## src/pcc_map.vh

```
// register map and constants of the clock output control block
`ifndef PCC_MAP_VH
`define PCC_MAP_VH
`define PCC_IDX_CLK_OUT     16'h4090
`define PCC_IDX_OSC_LOOP    16'h4091
`define PCC_IDX_LOOP_EN     16'h4092
`define PCC_IDX_KEY         16'h40A0
`define PCC_IDX_STATUS      16'h40A1
`define PCC_OE_BIT          15
`define PCC_OD_BIT          13
`define PCC_ONSLOT_LSB      8
`define PCC_SLPSLOT_LSB     4
`define PCC_SRC_BIT         0
`define PCC_INH_BIT         15
`define PCC_XEN_BIT         13
`define PCC_BKUP_BIT        12
`define PCC_AUTO_BIT        7
`define PCC_FREQ_LSB        0
`define PCC_FRAC_BIT        2
`define PCC_LEN_BIT         0
`define PCC_ST_UNLOCK_BIT   0
`define PCC_ST_XVALID_BIT   1
`define PCC_ST_GATE_BIT     2
`define PCC_ST_LRUN_BIT     3
`define PCC_ST_PS_LSB       4
`define PCC_RST_CLK_OUT     16'h0000
`define PCC_RST_OSC_LOOP    16'h1080
`define PCC_RST_LOOP_EN     16'h0000
`define PCC_MASK_CLK_OUT    16'hA771
`define PCC_MASK_OSC_LOOP   16'hB087
`define PCC_MASK_LOOP_EN    16'h0005
`define PCC_KEY_UNLOCK      16'h5A5A
`define PCC_SLOT_FIRST      3'h1
`define PCC_SLOT_LAST       3'h5
`define PCC_SLEEP_BASE      3'h6
`define PCC_PS_OFF          2'h0
`define PCC_PS_ON           2'h1
`define PCC_PS_SLEEP        2'h2
`define PCC_PS_BACKUP       2'h3
`define PCC_RESP_OKAY       2'h0
`define PCC_RESP_SLVERR     2'h2
`endif

```

## src/pcc_slot_seq.v

```verilog
// timeslot decoder for sequenced enable and disable of the clock output
`timescale 1ns/100ps
`include "pcc_map.vh"
module pcc_slot_seq
(
  // slot codes from the register
  input  wire [2:0] on_slot,
  input  wire [2:0] sleep_slot,
  // sequencer timeslot strobes
  input  wire       start_strobe,
  input  wire [2:0] start_num,
  input  wire       sleep_strobe,
  input  wire [2:0] sleep_num,
  // one-cycle requests
  output wire       set_en,
  output wire       clr_en
);

  // zero means the code asks for no sequenced action
  function [2:0] on_slot_of;
    input [2:0] code;
    begin
      if (code >= `PCC_SLOT_FIRST && code <= `PCC_SLOT_LAST)
        on_slot_of = code;
      else
        on_slot_of = 3'h0;
    end
  endfunction

  function [2:0] sleep_slot_of;
    input [2:0] code;
    begin
      if (code >= `PCC_SLOT_FIRST && code <= `PCC_SLOT_LAST)
        sleep_slot_of = `PCC_SLEEP_BASE - code;
      else
        sleep_slot_of = 3'h0;
    end
  endfunction

  wire [2:0] on_at    = on_slot_of(on_slot);
  wire [2:0] sleep_at = sleep_slot_of(sleep_slot);

  assign set_en = start_strobe && (on_at != 3'h0) &&
                  (start_num == on_at); // RULE_02
  assign clr_en = sleep_strobe && (sleep_at != 3'h0) &&
                  (sleep_num == sleep_at); // RULE_03

endmodule // pcc_slot_seq

```

## src/pcc_clk_gen.v

```verilog
// glitch-free source gate and pin driver for the clock output
`timescale 1ns/100ps
module pcc_clk_gen
(
  // clock and reset
  input  wire clock,
  input  wire nrst,
  // source selection and state
  input  wire src_sel,
  input  wire loop_level,
  input  wire osc_level,
  input  wire loop_run,
  input  wire osc_run,
  // pin configuration
  input  wire enable,
  input  wire open_drain,
  // pin
  output reg  pin_out,
  output reg  pin_oe,
  output reg  gate
);

  reg  cur_src;
  wire cur_level = cur_src ? osc_level : loop_level;
  wire cur_run   = cur_src ? osc_run : loop_run;
  wire new_level = src_sel ? osc_level : loop_level;
  wire new_run   = src_sel ? osc_run : loop_run;
  wire want      = enable && new_run;
  wire clk_q     = gate && cur_level;

  // gate moves only while the source is low unless the source stops running, which closes it at once
  always @(posedge clock)
  begin
    if (!nrst)
    begin
      gate    <= 1'b0;
      cur_src <= 1'b0;
    end
    else if (gate)
    begin
      if (!cur_run) // RULE_12
        gate <= 1'b0;
      else if (!cur_level && (!want || cur_src != src_sel))
        gate <= 1'b0;
    end
    else
    begin
      cur_src <= src_sel; // RULE_04
      if (want && !new_level) // RULE_12
        gate <= 1'b1;
    end
  end

  always @(posedge clock)
  begin
    if (!nrst)
    begin
      pin_out <= 1'b0;
      pin_oe  <= 1'b0;
    end
    else if (open_drain) // RULE_01
    begin
      pin_out <= 1'b0;
      pin_oe  <= enable && !clk_q;
    end
    else
    begin
      pin_out <= clk_q;
      pin_oe  <= enable; // RULE_01
    end
  end

endmodule // pcc_clk_gen

```

## src/pcc_clock_control.v

```verilog
// clock output control: register file, sequencing and oscillator control
// Functional notes
// (RULE_01) The pin is driven only while the enable bit is set, that bit takes writes only when unlocked, and a drive bit picks CMOS or open drain.
// (RULE_02) Start-up slot codes 1 to 5 enable the output in timeslots 1 to 5, other codes do nothing.
// (RULE_03) Sleep slot codes 1 to 5 disable the output in timeslots 5 down to 1, other codes leave it to the enable bit.
// (RULE_04) The source bit picks the loop output at 0 and the 32.768kHz oscillator at 1.
// (RULE_05) With the inhibit bit set the move to ON is held off until the crystal is valid.
// (RULE_06) With the crystal enable clear the oscillator is off always, else it runs in OFF, ON and SLEEP.
// (RULE_07) The real-time clock stays clocked in BACKUP only with both backup enable and crystal enable set.
// (RULE_08) The auto bit picks automatic or manual loop mode, and the loop output needs the enable bit in either.
// (RULE_09) In automatic mode a 3-bit code picks one of eight preset loop frequencies.
// (RULE_10) The fractional bit picks integer mode at 0 and fractional mode at 1.
// (RULE_11) The loop enable bit is cleared whenever the OFF power state is entered.
// (RULE_12) A source that is not running leaves the output at a static inactive level.
`timescale 1ns/100ps
`include "pcc_map.vh"
module pcc_clock_control
(
  // clock and reset
  input  wire        clock,
  input  wire        nrst,
  // axi4-lite write address
  input  wire [17:0] s_axi_awaddr,
  input  wire        s_axi_awvalid,
  output reg         s_axi_awready,
  // axi4-lite write data
  input  wire [31:0] s_axi_wdata,
  input  wire [3:0]  s_axi_wstrb,
  input  wire        s_axi_wvalid,
  output reg         s_axi_wready,
  // axi4-lite write response
  output reg  [1:0]  s_axi_bresp,
  output reg         s_axi_bvalid,
  input  wire        s_axi_bready,
  // axi4-lite read address
  input  wire [17:0] s_axi_araddr,
  input  wire        s_axi_arvalid,
  output reg         s_axi_arready,
  // axi4-lite read data
  output reg  [31:0] s_axi_rdata,
  output reg  [1:0]  s_axi_rresp,
  output reg         s_axi_rvalid,
  input  wire        s_axi_rready,
  // power sequencer
  input  wire [1:0]  power_state,
  input  wire        start_slot_strobe,
  input  wire [2:0]  start_slot_num,
  input  wire        sleep_slot_strobe,
  input  wire [2:0]  sleep_slot_num,
  output reg         on_transition_hold,
  // oscillator and loop analog side
  input  wire        crystal_valid_in,
  input  wire        osc_clock_in,
  input  wire        loop_clock_in,
  output reg         crystal_osc_enable,
  output reg         rtc_backup_clock_enable,
  output reg         loop_enable_out,
  output reg         loop_auto_mode_out,
  output reg  [2:0]  loop_auto_frequency_out,
  output reg         loop_fractional_out,
  // clock output pin
  output wire        clock_output_pin_out,
  output wire        clock_output_pin_oe
);

  // register file
  reg  [15:0] clock_output_control;
  reg  [15:0] oscillator_and_loop_mode;
  reg  [15:0] loop_enable_control;
  reg         unlocked;

  // bus state
  reg         aw_held;
  reg         w_held;
  reg  [15:0] aw_idx;
  reg  [15:0] w_data;
  reg  [1:0]  w_strb;

  // pin input synchronisers: loop, osc, crystal valid
  reg  [2:0]  sync1;
  reg  [2:0]  sync2;
  reg  [2:0]  sync3;
  reg  [2:0]  filt;
  reg  [1:0]  prev_state;

  wire        gate;
  wire        set_en;
  wire        clr_en;

  wire        xvalid   = filt[2];
  wire        osc_lvl  = filt[1];
  wire        loop_lvl = filt[0];

  wire        clock_output_enable =
              clock_output_control[`PCC_OE_BIT];
  wire        clock_output_drive_type =
              clock_output_control[`PCC_OD_BIT];
  wire [2:0]  clock_output_on_slot =
              clock_output_control[`PCC_ONSLOT_LSB+2:`PCC_ONSLOT_LSB];
  wire [2:0]  clock_output_sleep_slot =
              clock_output_control[`PCC_SLPSLOT_LSB+2:`PCC_SLPSLOT_LSB];
  wire        clock_output_source =
              clock_output_control[`PCC_SRC_BIT];
  wire        crystal_startup_inhibit =
              oscillator_and_loop_mode[`PCC_INH_BIT];
  wire        crystal_enable =
              oscillator_and_loop_mode[`PCC_XEN_BIT];
  wire        crystal_backup_enable =
              oscillator_and_loop_mode[`PCC_BKUP_BIT];
  wire        loop_auto_mode =
              oscillator_and_loop_mode[`PCC_AUTO_BIT];
  wire [2:0]  loop_auto_frequency =
              oscillator_and_loop_mode[`PCC_FREQ_LSB+2:`PCC_FREQ_LSB];
  wire        loop_fractional_enable =
              loop_enable_control[`PCC_FRAC_BIT];
  wire        loop_enable =
              loop_enable_control[`PCC_LEN_BIT];

  wire        osc_run  = crystal_enable && xvalid;
  wire        loop_run = loop_enable; // RULE_08
  wire        off_entry = (power_state == `PCC_PS_OFF) &&
                          (prev_state != `PCC_PS_OFF);

  // byte-lane merge of a write into a register under its writable mask
  function [15:0] merge;
    input [15:0] old;
    input [15:0] nval;
    input [1:0]  strb;
    input [15:0] mask;
    reg   [15:0] lanes;
    begin
      lanes = {strb[1] ? nval[15:8] : old[15:8],
               strb[0] ? nval[7:0] : old[7:0]};
      merge = (lanes & mask) | (old & ~mask);
    end
  endfunction

  function mapped;
    input [15:0] idx;
    begin
      mapped = (idx == `PCC_IDX_CLK_OUT) ||
               (idx == `PCC_IDX_OSC_LOOP) ||
               (idx == `PCC_IDX_LOOP_EN) ||
               (idx == `PCC_IDX_KEY) ||
               (idx == `PCC_IDX_STATUS);
    end
  endfunction

  wire        do_write = aw_held && w_held && !s_axi_bvalid;
  wire        wr_clk   = do_write && (aw_idx == `PCC_IDX_CLK_OUT);
  wire        wr_osc   = do_write && (aw_idx == `PCC_IDX_OSC_LOOP);
  wire        wr_loop  = do_write && (aw_idx == `PCC_IDX_LOOP_EN);
  wire        wr_key   = do_write && (aw_idx == `PCC_IDX_KEY);

  // the enable bit is masked out while the key is locked
  wire [15:0] clk_mask = unlocked ? `PCC_MASK_CLK_OUT :
              (`PCC_MASK_CLK_OUT & ~(16'h0001 << `PCC_OE_BIT)); // RULE_01

  reg  [15:0] next_clock_output_control;
  reg  [15:0] next_loop_enable_control;

  always @*
  begin
    next_clock_output_control = clock_output_control;
    if (wr_clk)
      next_clock_output_control = merge(clock_output_control, w_data,
                                        w_strb, clk_mask);
    // sequenced set wins over a software clear in the same cycle
    if (clr_en)
      next_clock_output_control[`PCC_OE_BIT] = 1'b0; // RULE_03
    if (set_en)
      next_clock_output_control[`PCC_OE_BIT] = 1'b1; // RULE_02
  end

  always @*
  begin
    next_loop_enable_control = loop_enable_control;
    if (wr_loop)
      next_loop_enable_control = merge(loop_enable_control, w_data,
                                       w_strb, `PCC_MASK_LOOP_EN);
    if (off_entry)
      next_loop_enable_control[`PCC_LEN_BIT] = 1'b0; // RULE_11
  end

  always @(posedge clock)
  begin
    if (!nrst)
    begin
      clock_output_control     <= `PCC_RST_CLK_OUT;
      oscillator_and_loop_mode <= `PCC_RST_OSC_LOOP;
      loop_enable_control      <= `PCC_RST_LOOP_EN;
      unlocked                 <= 1'b0;
      prev_state               <= `PCC_PS_OFF;
    end
    else
    begin
      clock_output_control <= next_clock_output_control;
      loop_enable_control  <= next_loop_enable_control;
      prev_state           <= power_state;
      if (wr_osc)
        oscillator_and_loop_mode <= merge(oscillator_and_loop_mode,
                                          w_data, w_strb,
                                          `PCC_MASK_OSC_LOOP);
      // any key register write other than the full key locks again
      if (wr_key)
        unlocked <= (w_strb == 2'h3) &&
                    (w_data == `PCC_KEY_UNLOCK); // RULE_01
    end
  end

  // write channels are taken independently, answered once both are in
  always @(posedge clock)
  begin
    if (!nrst)
    begin
      s_axi_awready <= 1'b1;
      s_axi_wready  <= 1'b1;
      s_axi_bvalid  <= 1'b0;
      s_axi_bresp   <= `PCC_RESP_OKAY;
      aw_held       <= 1'b0;
      w_held        <= 1'b0;
      aw_idx        <= 16'h0000;
      w_data        <= 16'h0000;
      w_strb        <= 2'h0;
    end
    else
    begin
      if (s_axi_awvalid && s_axi_awready)
      begin
        aw_held       <= 1'b1;
        aw_idx        <= s_axi_awaddr[17:2];
        s_axi_awready <= 1'b0;
      end
      if (s_axi_wvalid && s_axi_wready)
      begin
        w_held       <= 1'b1;
        w_data       <= s_axi_wdata[15:0];
        w_strb       <= s_axi_wstrb[1:0];
        s_axi_wready <= 1'b0;
      end
      if (do_write)
      begin
        aw_held      <= 1'b0;
        w_held       <= 1'b0;
        s_axi_bvalid <= 1'b1;
        s_axi_bresp  <= mapped(aw_idx) ? `PCC_RESP_OKAY :
                        `PCC_RESP_SLVERR;
      end
      if (s_axi_bvalid && s_axi_bready)
      begin
        s_axi_bvalid  <= 1'b0;
        s_axi_awready <= 1'b1;
        s_axi_wready  <= 1'b1;
      end
    end
  end

  reg  [15:0] rd_val;

  always @*
  begin
    rd_val = 16'h0000;
    case (s_axi_araddr[17:2])
      `PCC_IDX_CLK_OUT:  rd_val = clock_output_control;
      `PCC_IDX_OSC_LOOP: rd_val = oscillator_and_loop_mode;
      `PCC_IDX_LOOP_EN:  rd_val = loop_enable_control;
      `PCC_IDX_STATUS:
      begin
        rd_val[`PCC_ST_UNLOCK_BIT] = unlocked;
        rd_val[`PCC_ST_XVALID_BIT] = xvalid;
        rd_val[`PCC_ST_GATE_BIT]   = gate;
        rd_val[`PCC_ST_LRUN_BIT]   = loop_run;
        rd_val[`PCC_ST_PS_LSB+1:`PCC_ST_PS_LSB] = power_state;
      end
      default:           rd_val = 16'h0000;
    endcase
  end

  always @(posedge clock)
  begin
    if (!nrst)
    begin
      s_axi_arready <= 1'b1;
      s_axi_rvalid  <= 1'b0;
      s_axi_rdata   <= 32'h00000000;
      s_axi_rresp   <= `PCC_RESP_OKAY;
    end
    else if (s_axi_arvalid && s_axi_arready)
    begin
      s_axi_arready <= 1'b0;
      s_axi_rvalid  <= 1'b1;
      s_axi_rdata   <= {16'h0000, rd_val};
      s_axi_rresp   <= mapped(s_axi_araddr[17:2]) ? `PCC_RESP_OKAY :
                       `PCC_RESP_SLVERR;
    end
    else if (s_axi_rvalid && s_axi_rready)
    begin
      s_axi_rvalid  <= 1'b0;
      s_axi_arready <= 1'b1;
    end
  end

  // a level counts once the second and third stages agree
  always @(posedge clock)
  begin
    if (!nrst)
    begin
      sync1 <= 3'h0;
      sync2 <= 3'h0;
      sync3 <= 3'h0;
      filt  <= 3'h0;
    end
    else
    begin
      sync1 <= {crystal_valid_in, osc_clock_in, loop_clock_in};
      sync2 <= sync1;
      sync3 <= sync2;
      filt  <= (sync2 & sync3) | (filt & (sync2 | sync3));
    end
  end

  // analog controls are registered so the pins never see decode glitches
  always @(posedge clock)
  begin
    if (!nrst)
    begin
      on_transition_hold      <= 1'b0;
      crystal_osc_enable      <= 1'b0;
      rtc_backup_clock_enable <= 1'b0;
      loop_enable_out         <= 1'b0;
      loop_auto_mode_out      <= 1'b1;
      loop_auto_frequency_out <= 3'h0;
      loop_fractional_out     <= 1'b0;
    end
    else
    begin
      on_transition_hold <= crystal_startup_inhibit && !xvalid; // RULE_05
      crystal_osc_enable <= crystal_enable &&
                            ((power_state != `PCC_PS_BACKUP) ||
                             crystal_backup_enable); // RULE_06
      rtc_backup_clock_enable <= crystal_enable &&
                                 crystal_backup_enable; // RULE_07
      loop_enable_out         <= loop_enable; // RULE_08
      loop_auto_mode_out      <= loop_auto_mode; // RULE_08
      loop_auto_frequency_out <= loop_auto_frequency; // RULE_09
      loop_fractional_out     <= loop_fractional_enable; // RULE_10
    end
  end

  pcc_slot_seq u_slot
  (
    .on_slot      (clock_output_on_slot),
    .sleep_slot   (clock_output_sleep_slot),
    .start_strobe (start_slot_strobe),
    .start_num    (start_slot_num),
    .sleep_strobe (sleep_slot_strobe),
    .sleep_num    (sleep_slot_num),
    .set_en       (set_en),
    .clr_en       (clr_en)
  );

  pcc_clk_gen u_gen
  (
    .clock      (clock),
    .nrst       (nrst),
    .src_sel    (clock_output_source),
    .loop_level (loop_lvl),
    .osc_level  (osc_lvl),
    .loop_run   (loop_run),
    .osc_run    (osc_run),
    .enable     (clock_output_enable),
    .open_drain (clock_output_drive_type),
    .pin_out    (clock_output_pin_out),
    .pin_oe     (clock_output_pin_oe),
    .gate       (gate)
  );

endmodule // pcc_clock_control

```

## config.mk

```make
export PLATFORM = sky130hd
export DESIGN_NAME = pcc_clock_control
export DESIGN_NICKNAME = d
export VERILOG_FILES = /design/src/pcc_slot_seq.v /design/src/pcc_clk_gen.v /design/src/pcc_clock_control.v
export VERILOG_INCLUDE_DIRS = /design/src /design/src/src
export SDC_FILE = /design/constraint.sdc
export NUM_CORES = 1
export LEC_CHECK = 0
export BUFFER_PORTS_ARGS = -buffer_cell sky130_fd_sc_hd__buf_2
export CAP_MARGIN = 20
export CORE_MARGIN = 2
export CORE_UTILIZATION = 26
export CTS_CLUSTER_DIAMETER = 200
export DETAILED_ROUTE_END_ITERATION = 8
export SYNTH_ARGS = -nofsm -noshare
export SYNTH_HDL_FRONTEND = slang
export SYNTH_SLANG_ARGS = --single-unit
```

## constraint.sdc

```tcl
create_clock -name clock -period 4.9 [get_ports clock]
set_input_delay 0.98 -clock clock [delete_from_list [all_inputs] [get_ports clock]]
set_output_delay 0.98 -clock clock [all_outputs]
set_load 0.01 [all_outputs]
```

==> results of run 1 <==
## cell families (layout without fill, tap and decap cells)
group	after synthesis	after routing	share of synthesized area (%)
flops	104	104	48.7
xor+xnor	3	3	0.615
simple gates	210	210	25.5
buf+inv	54	135	6.62
other cells	1	18	0.0878
mux	20	20	4.75
fa+ha+maj	2	2	0.586
compound gates	99	99	13.2
## area by class of cell
class	count	area [um2]	share of cell area [%]
clock buffers	9	225	4.29
clock inverters	7	120	2.29
inverters	14	52.6	1.00
multi-input cells	352	1970	37.5
flip-flops and latches	104	2080	39.6
well taps	216	270	5.15
repair buffers	105	531	10.1
## power groups by stage
stage          Combinational [uW]  Sequential, uW  Clock (uW)
4_1_cts                       135             893         847
3_3_place_gp                  134             912           0
3_5_place_dp                  135             912           0
6_report                      134             893         825
2_1_floorplan                88.9             908           0
5_1_grt                       152             896         877
## worst max-delay path by stage
stage / slack (ps) / cells past startpoint / end
final: 2500 / 6 / s_axi_rdata[6]
after global routing: 2220 / 6 / s_axi_rdata[6]
after CTS: 2510 / 6 / s_axi_rdata[10]
after detailed placement: 2140 / 6 / s_axi_rdata[10]
after global placement: 2190 / 6 / s_axi_rdata[10]
after floorplan: 2690 / 4 / s_axi_rdata[13]
## metal layers
metal | global-route usage (%) | up-vias
met5 | 0 | -
met4 | 3.11 | 0
met3 | 4.42 | 8
met2 | 18.7 | 112
met1 | 17.2 | 1605
li1 | - | 1841
## synth_stat cells (3+ instances only)
cell,number
nand3_1,14
nor4bb_1,3
nor4b_1,3
buf_4,19
o21ai_0,19
nor2b_1,5
nand3b_1,3
a21oi_1,56
a22oi_1,5
xnor2_1,3
nand4_1,5
and2_1,16
nor4_1,3
clkbuf_1,17
nor2_1,22
nand2_1,101
inv_1,14
nand2b_1,9
nor3_1,6
mux2i_1,18
dfxtp_1,104
## registers in the layout, summed over array words and instances, names as in the netlist, 3 cells and up
register                  flops
aw_idx                       16
clock_output_control          9
filt                          3
loop_auto_frequency_out       3
oscillator_and_loop_mode      7
s_axi_rdata                  15
sync1                         3
sync2                         3
sync3                         3
w_data                       16
## layout by cell type (no fill, tap or decap), types with 13 or more instances in the layout
cell type,synthesis,final
a21oi_1,56,56
and2_1,16,16
buf_2,0,103
conb_1,1,18
dfxtp_1,104,104
inv_1,14,13
mux2i_1,18,18
nand2_1,101,101
nand3_1,14,14
nor2_1,22,22
o21ai_0,19,19
## per-stage QoR
stage	setup WS, ps	cells	power [uW]
CTS	2510	807	1870
finish	2500	807	1850
detailed placement	2140	791	1050
floorplan	2690	510	997
global placement	2190	791	1050
global route	2220	807	1930
==> results_dict.tcl, run 1 <==
set metrics [dict create \
    area.growth.synth_to_final_pct 22.9 \
    maxSlewViolCount 0 \
    hold_viol 0 \
    vias 3566 \
    whs_ps 436 \
    cts-root-buf "clkbuf_16" \
    yosysTopAreaCell "dfxtp_1" \
    crit_buf_inv 1 \
    drt_iter0_markers 238 \
    min_to "sync2[1]" \
    die_area_um2 17500 \
    nNetsFinal 680 \
    pwr-share-seq_pct 48.2 \
    synthArstFlopShare_pct 0 \
    crit_chain "buf_2, nor4b_1, nand3_1, nor4_1, nand3_1, a21oi_1" \
    timing.rr.start "aw_idx[10]" \
    cp.required_ps 5170 \
    timing.final.crit_share_pct 49.0 \
    htreeDepth 3 \
    rrSetupSlack_ps 2960 \
    power_density_nw_per_um2 353 \
    clock_sinks 104 \
    track_usage_pct 12.5 \
    wl_met3_um 702 \
    cp-end-kind "register" \
    clockBufferDepth 2 \
    place_area_um2 4910 \
    cp-startpoint "s_axi_araddr[14]" \
    status "finished, final reports clean" \
    routabilityCongestion 0.757 \
    ctsResizeCount 0 \
    antenna_cells 0 \
    cts_hold_buffers 0 \
    clk_latency_ps 350 \
    post-route-util_pct 32.9 \
    drt_first_pass_iters 4 \
    max_freq_mhz 417 \
    wl_met2_mm 4.62 \
    power_frac_comb_pct 7.2 \
    start_kind "input pin" \
    core_area_um2 15900 \
    die_h_um 132 \
    synth_top_cell_area_share_pct 48.7 \
    ys_warn_count 0 \
    ys_seq_elements 104 \
    min_path_type "reg -> reg" \
    slew_headroom_pct 50.7 \
    worst_slew_pin_slew_ps 732 \
    synth_edf_count 0 \
    clock_power_share_pct 44.6 \
    min_period_ps 2400 \
    setup_tns_ps 0 \
    io_buffers 103 \
    drive_gt1_share_pct 22.5 \
    synth-seq-area-share_pct 48.7 \
    finalClockSkew_ps 5.65 \
    cts_setup_buffers 0 \
    holdCritStartpoint "sync1[1]" \
    synth.area.top_cells "dfxtp_1 (49%), nand2_1 (8.9%), a21oi_1 (6.6%), mux2i_1 (4.2%), buf_4 (3.3%)" \
    grt_antenna_before_repair 0 \
    io_pins 144 \
    crit_slowest_cell "nor4_1" \
    highest_layer "met4" \
    cts_tree "yes" \
    row_count 46 \
    grt_pass1_vias 3358 \
    syn_area_um2 4270 \
    netlist_instances 493 \
    arrival_ps 2670 \
    min_path_cells 1 \
    cts_buffers 9 \
    grt_pass1_wl_mm 17.5 \
    synth_cell_types 55 \
    ff2ff_path_depth 5 \
    wl_met1_mm 5.37 \
    vdd_drop_max_mv 0.155 \
    initial_utilization_pct 26.8 \
    route.detailed.drc 0 \
    max_stage_delay_ps 590 \
    rsz0062_at_grt "no" \
    final-setup-viol-count 0 \
    p_leak_uw 0.00217 \
    avgSynthCellArea_um2 8.66 \
    clkSlewWorstSetupHoldPaths_ps 70 \
    die_x_um 132 \
    vias_per_cell 4.42 \
    intPower_uw 1430 \
    ant_nets 0 \
    design_area_um2 5250 \
    crit_fanout 3 \
    timing.rr.end "clock_output_control[15]" \
    place_hpwl_mm 7.85 \
    maxCapViolations 0 \
    grt_start_max_net_pins 35 \
    fillCellCount 1708 \
    finalWirelength_mm 10.8 \
    ys.flop_type "dfxtp_1" \
    critPathTopFamily "simple AND/OR/NAND/NOR gates" \
    switchingPower_uw 426 \
    switching_share_pct 23.0 \
    crit_top_cell "nand3_1" \
    crit_type "in -> reg" \
    avgRoutedWirePerCell_um 13.4 \
    grt-ovfl-total 0 \
]
(Power assumes the default switching activity.)
==> run 2: changes to the inputs <==
- clock period: 4.9 -> 1.95 ns (I/O delays scaled with it)
==> run 2 against run 1 <==
Worst hold slack worse by 200 ps. Largest power group unchanged. First-iteration DRC count down 29%. Utilization up 0.53 points. Via count up 0.20%.
==> results_dict.tcl, run 2 (synthesized netlist as in run 1, its figures left out) <==
set metrics [dict create \
    status "finished, final reports clean" \
    antenna_cells 0 \
    drt_first_pass_iters 4 \
    track_usage_pct 12.9 \
    ff2ff_path_depth 6 \
    routabilityCongestion 0.837 \
    vias 3573 \
    grt-ovfl-total 0 \
    grt_pass1_vias 3451 \
    clk_latency_ps 350 \
    drive_gt1_share_pct 24.0 \
    crit_type "reg -> reg" \
    finalClockSkew_ps 9.06 \
    p_leak_uw 0.00224 \
    io_pins 144 \
    clock_power_share_pct 41.4 \
    cts_buffers 9 \
    area.growth.synth_to_final_pct 24.9 \
    switching_share_pct 23.1 \
    final_common_cell "dfxtp_1" \
    route.detailed.drc 0 \
    clockBufferDepth 2 \
    min_period_ps 1780 \
    drt_iter0_markers 170 \
    cts_setup_buffers 0 \
    design_area_um2 5340 \
    ant_nets 0 \
    avgRoutedWirePerCell_um 13.4 \
    die_area_um2 17500 \
    cp.required_ps 2250 \
    cts_hold_buffers 0 \
    io_buffers 103 \
    place_area_um2 5040 \
    min_path_type "in -> reg" \
    setup_tns_ps 0 \
    vias_per_cell 4.35 \
    min_path_cells 2 \
    intPower_uw 3400 \
    slew_headroom_pct 57.3 \
    start_kind "register" \
    ctsResizeCount 0 \
    grt_pass1_wl_mm 18.0 \
    hold_viol 0 \
    die_x_um 132 \
    power_density_nw_per_um2 829 \
    finalWirelength_mm 11.0 \
    rsz0062_at_grt "no" \
    stdcell_count 821 \
    mostFrequentLayoutCells "dfxtp_1 (104), buf_2 (103), nand2_1 (101)" \
    vdd_drop_max_mv 0.429 \
    final-setup-viol-count 0 \
    core_area_um2 15900 \
    pre_cts_ws_ps 108 \
    clock_sinks 104 \
    pwr-share-seq_pct 50.7 \
    htreeDepth 3 \
    max_freq_mhz 561 \
    maxSlewViolCount 0 \
    maxCapViolations 0 \
    nNetsFinal 694 \
    cts_tree "yes" \
    cts-root-buf "clkbuf_16" \
    placedCellCount 805 \
    reg_top3 "aw_idx (16), w_data (16), s_axi_rdata (15)" \
    row_count 46 \
    timing.final.crit_share_pct 91.5 \
    grt_antenna_before_repair 0 \
    arrival_ps 2080 \
    grt_start_max_net_pins 40 \
    switchingPower_uw 1020 \
    initial_utilization_pct 26.8 \
    power_frac_comb_pct 7.9 \
    clkSlewWorstSetupHoldPaths_ps 70 \
    cp-end-kind "register" \
    layout_setup_ws_ps 167 \
    die_h_um 132 \
    worst_slew_pin_slew_ps 640 \
    crit_fanout 4 \
    place_hpwl_mm 8.24 \
]
run 2: final cells by class:
class / count / area, um2
fill: 1715 / 10600
sequential: 104 / 2080
multi-input combinational: 352 / 1970
inverter: 14 / 52.6
clock buffer: 13 / 260
tap: 216 / 270
timing repair buffer: 119 / 661
clock inverter: 3 / 40.0
run 2: final timing paths:
path / slack, ps / end / from
setup / recovery: 170 / clock_output_control[15] / aw_idx[15]
hold / removal: 240 / s_axi_wready / s_axi_wvalid
setup reg to reg: 170 / clock_output_control[15] / aw_idx[15]
hold reg to reg: 430 / sync2[2] / sync1[2]
run 2: worst max-delay path, stage by stage, from the launching register on:
cell and delay (ps):
dfxtp_1 330, nor4_4 340, and4_4 290, and4b_1 290, buf_4 180, and3_2 180
o311a_1 130
run 2: metal layers:
| layer | GRT usage [%] | vias to the layer above | part of all wire, % |
|---|---|---|---|
| met5 | 0 | - | 0 |
| met4 | 3.58 | 0 | 1.3 |
| met3 | 3.92 | 11 | 5.9 |
| met2 | 19.9 | 94 | 44 |
| met1 | 17.4 | 1600 | 49 |
| li1 | - | 1868 | - |
run 2: power by group through the flow:
| stage | sequential, uW | combinational (uW) | clock (uW) |
|---|---|---|---|
| 6_report | 2240 | 351 | 1830 |
| 3_3_place_gp | 2290 | 353 | 0 |
| 5_1_grt | 2250 | 400 | 1980 |
| 3_5_place_dp | 2290 | 357 | 0 |
| 4_1_cts | 2240 | 357 | 1890 |
| 2_1_floorplan | 2280 | 223 | 0 |
run 2: metrics by stage:
stage | total power (uW) | hold WS [ps] | utilization [%]
2_1_floorplan | 2510 | 412 | -
3_3_place_gp | 2640 | 417 | 31.6
3_5_place_dp | 2650 | 420 | 31.6
4_1_cts | 4490 | 228 | 33.5
5_1_grt | 4630 | 243 | 33.5
6_report | 4430 | 241 | 33.5
==> run 3: changes to the inputs <==
- ABC_AREA: unset -> 0
- CORE_MARGIN: 2 -> 8
- SLEW_MARGIN: unset -> 20
==> run 3 against run 2 <==
Maximum frequency down 1.1%. Sequential share of layout area down 0.12 points. Global-route usage down 1.3 points. Design area up 0.30%. Critical path depth unchanged. Worst setup slack worse by 20 ps. Worst hold slack worse by 1.3 ps. Largest power group unchanged. Highest routed layer unchanged.
==> results_dict.tcl, run 3 (synthesized netlist as in run 1, its figures left out) <==
set metrics [dict create \
    switching_share_pct 22.8 \
    track_usage_pct 11.6 \
    row_count 47 \
    setup_tns_ps 0 \
    clkSlewWorstSetupHoldPaths_ps 70 \
    cts_setup_buffers 0 \
    antenna_cells 0 \
    maxCapViolations 0 \
    post-route-util_pct 32.7 \
    ff2ff_path_depth 6 \
    final_common_cell "dfxtp_1" \
    rsz0062_at_grt "no" \
    timing.rr.start "aw_idx[10]" \
    finalWirelength_mm 11.7 \
    max_freq_mhz 555 \
    ant_nets 0 \
    cts_tree "yes" \
    reg_top3 "aw_idx (16), w_data (16), s_axi_rdata (15)" \
    vias_per_cell 4.41 \
    grt-ovfl-total 0 \
    drt_first_pass_iters 4 \
    min_path_cells 2 \
    multiInputGateArea_um2 1970 \
    fillCellCount 1771 \
    cts_hold_buffers 0 \
    final-setup-viol-count 0 \
    rrSetupSlack_ps 150 \
    drive_gt1_share_pct 24.2 \
    grt_pass1_wl_mm 18.5 \
    timing.final.crit_share_pct 92.5 \
    area.growth.synth_to_final_pct 25.3 \
    io_buffers 103 \
    drt_iter0_markers 180 \
    mostFrequentLayoutCells "dfxtp_1 (104), buf_2 (103), nand2_1 (101)" \
    cts_buffers 9 \
    start_kind "register" \
    grt_pass1_vias 3516 \
    route.detailed.drc 0 \
    status "finished, final reports clean" \
    power_uw 4570 \
    min_to "s_axi_awready" \
    ctsResizeCount 0 \
    grt_antenna_before_repair 0 \
    placedCellCount 808 \
    p_leak_uw 0.00224 \
    cp-end-kind "register" \
    pwr-share-seq_pct 49.1 \
    finalClockSkew_ps 5.60 \
    clk_latency_ps 350 \
    nNetsFinal 693 \
    clock_power_share_pct 43.2 \
    stdcell_count 824 \
    core_area_um2 16300 \
    pre_cts_ws_ps 72.8 \
    maxSlewViolCount 0 \
    cp.required_ps 2240 \
    cts-root-buf "clkbuf_16" \
    crit_type "reg -> reg" \
    intPower_uw 3530 \
    die_x_um 144 \
    clockBufferDepth 2 \
    vias 3633 \
    timing.rr.end "clock_output_control[15]" \
    min_period_ps 1800 \
    grt_start_max_net_pins 64 \
    io_pins 144 \
    htreeDepth 3 \
    clock_sinks 104 \
    min_path_type "in -> reg" \
    initial_utilization_pct 26.1 \
    slew_headroom_pct 58.1 \
    routabilityCongestion 0.816 \
    crit_fanout 5 \
    power_frac_comb_pct 7.7 \
    holdCritStartpoint "s_axi_awvalid" \
    avgRoutedWirePerCell_um 14.2 \
    die_h_um 144 \
    arrival_ps 2100 \
    die_area_um2 20800 \
    layout_setup_ws_ps 147 \
    switchingPower_uw 1040 \
    regArea_um2 2080 \
    worst_slew_pin_slew_ps 626 \
    vdd_drop_max_mv 0.486 \
    power_density_nw_per_um2 854 \
    hold_viol 0 \
    place_hpwl_mm 8.87 \
]
## run 3: stage by stage
step	area [um2]	hold slack, ps
floorplan	4340	412
global placement	5020	414
detailed placement	5020	419
CTS	5350	227
global route	5350	231
finish	5350	239
## run 3: critical path, stage by stage (launching register included)
cell and delay (ps):
dfxtp_1 340, nor4_4 360, and4_4 290, and4b_1 270, buf_4 180, and3_2 180, o311a_1 130
## run 3: worst max-delay path by stage
| stage | from | to | slack, ps | depth (start not counted) |
|---|---|---|---|---|
| 5_1_grt | aw_idx[10] | clock_output_control[8] | 30 | 6 |
| 2_1_floorplan | s_axi_bvalid | clock_output_control[15] | 240 | 6 |
| 3_5_place_dp | s_axi_araddr[14] | s_axi_rdata[0] | 70 | 7 |
| 6_report | aw_idx[10] | clock_output_control[15] | 150 | 6 |
| 4_1_cts | aw_idx[10] | clock_output_control[15] | 130 | 6 |
| 3_3_place_gp | s_axi_araddr[14] | s_axi_rdata[0] | 90 | 7 |
## run 3: power by group through the flow
stage / sequential [uW] / clock (uW) / combinational, uW
global route: 2250 / 2130 / 399
finish: 2240 / 1980 / 352
detailed placement: 2290 / 0 / 355
floorplan: 2280 / 0 / 223
global placement: 2290 / 0 / 351
CTS: 2240 / 2040 / 356
## run 3: final cells by class
class	count	share of cell area (%)
clock buffers	11	4.72
repair buffers	118	12.0
inverters	14	0.982
clock inverters	5	1.47
flip-flops and latches	104	38.9
well taps	220	5.14
multi-input cells	352	36.8
## run 3: routing by layer
layer | global-route usage [%] | part of all wire [%] | up-vias
met5 | 0 | 0 | -
met4 | 2.85 | 0.85 | 0
met3 | 4.89 | 9.1 | 7
met2 | 17.7 | 44 | 105
met1 | 14.7 | 46 | 1643
li1 | - | - | 1878
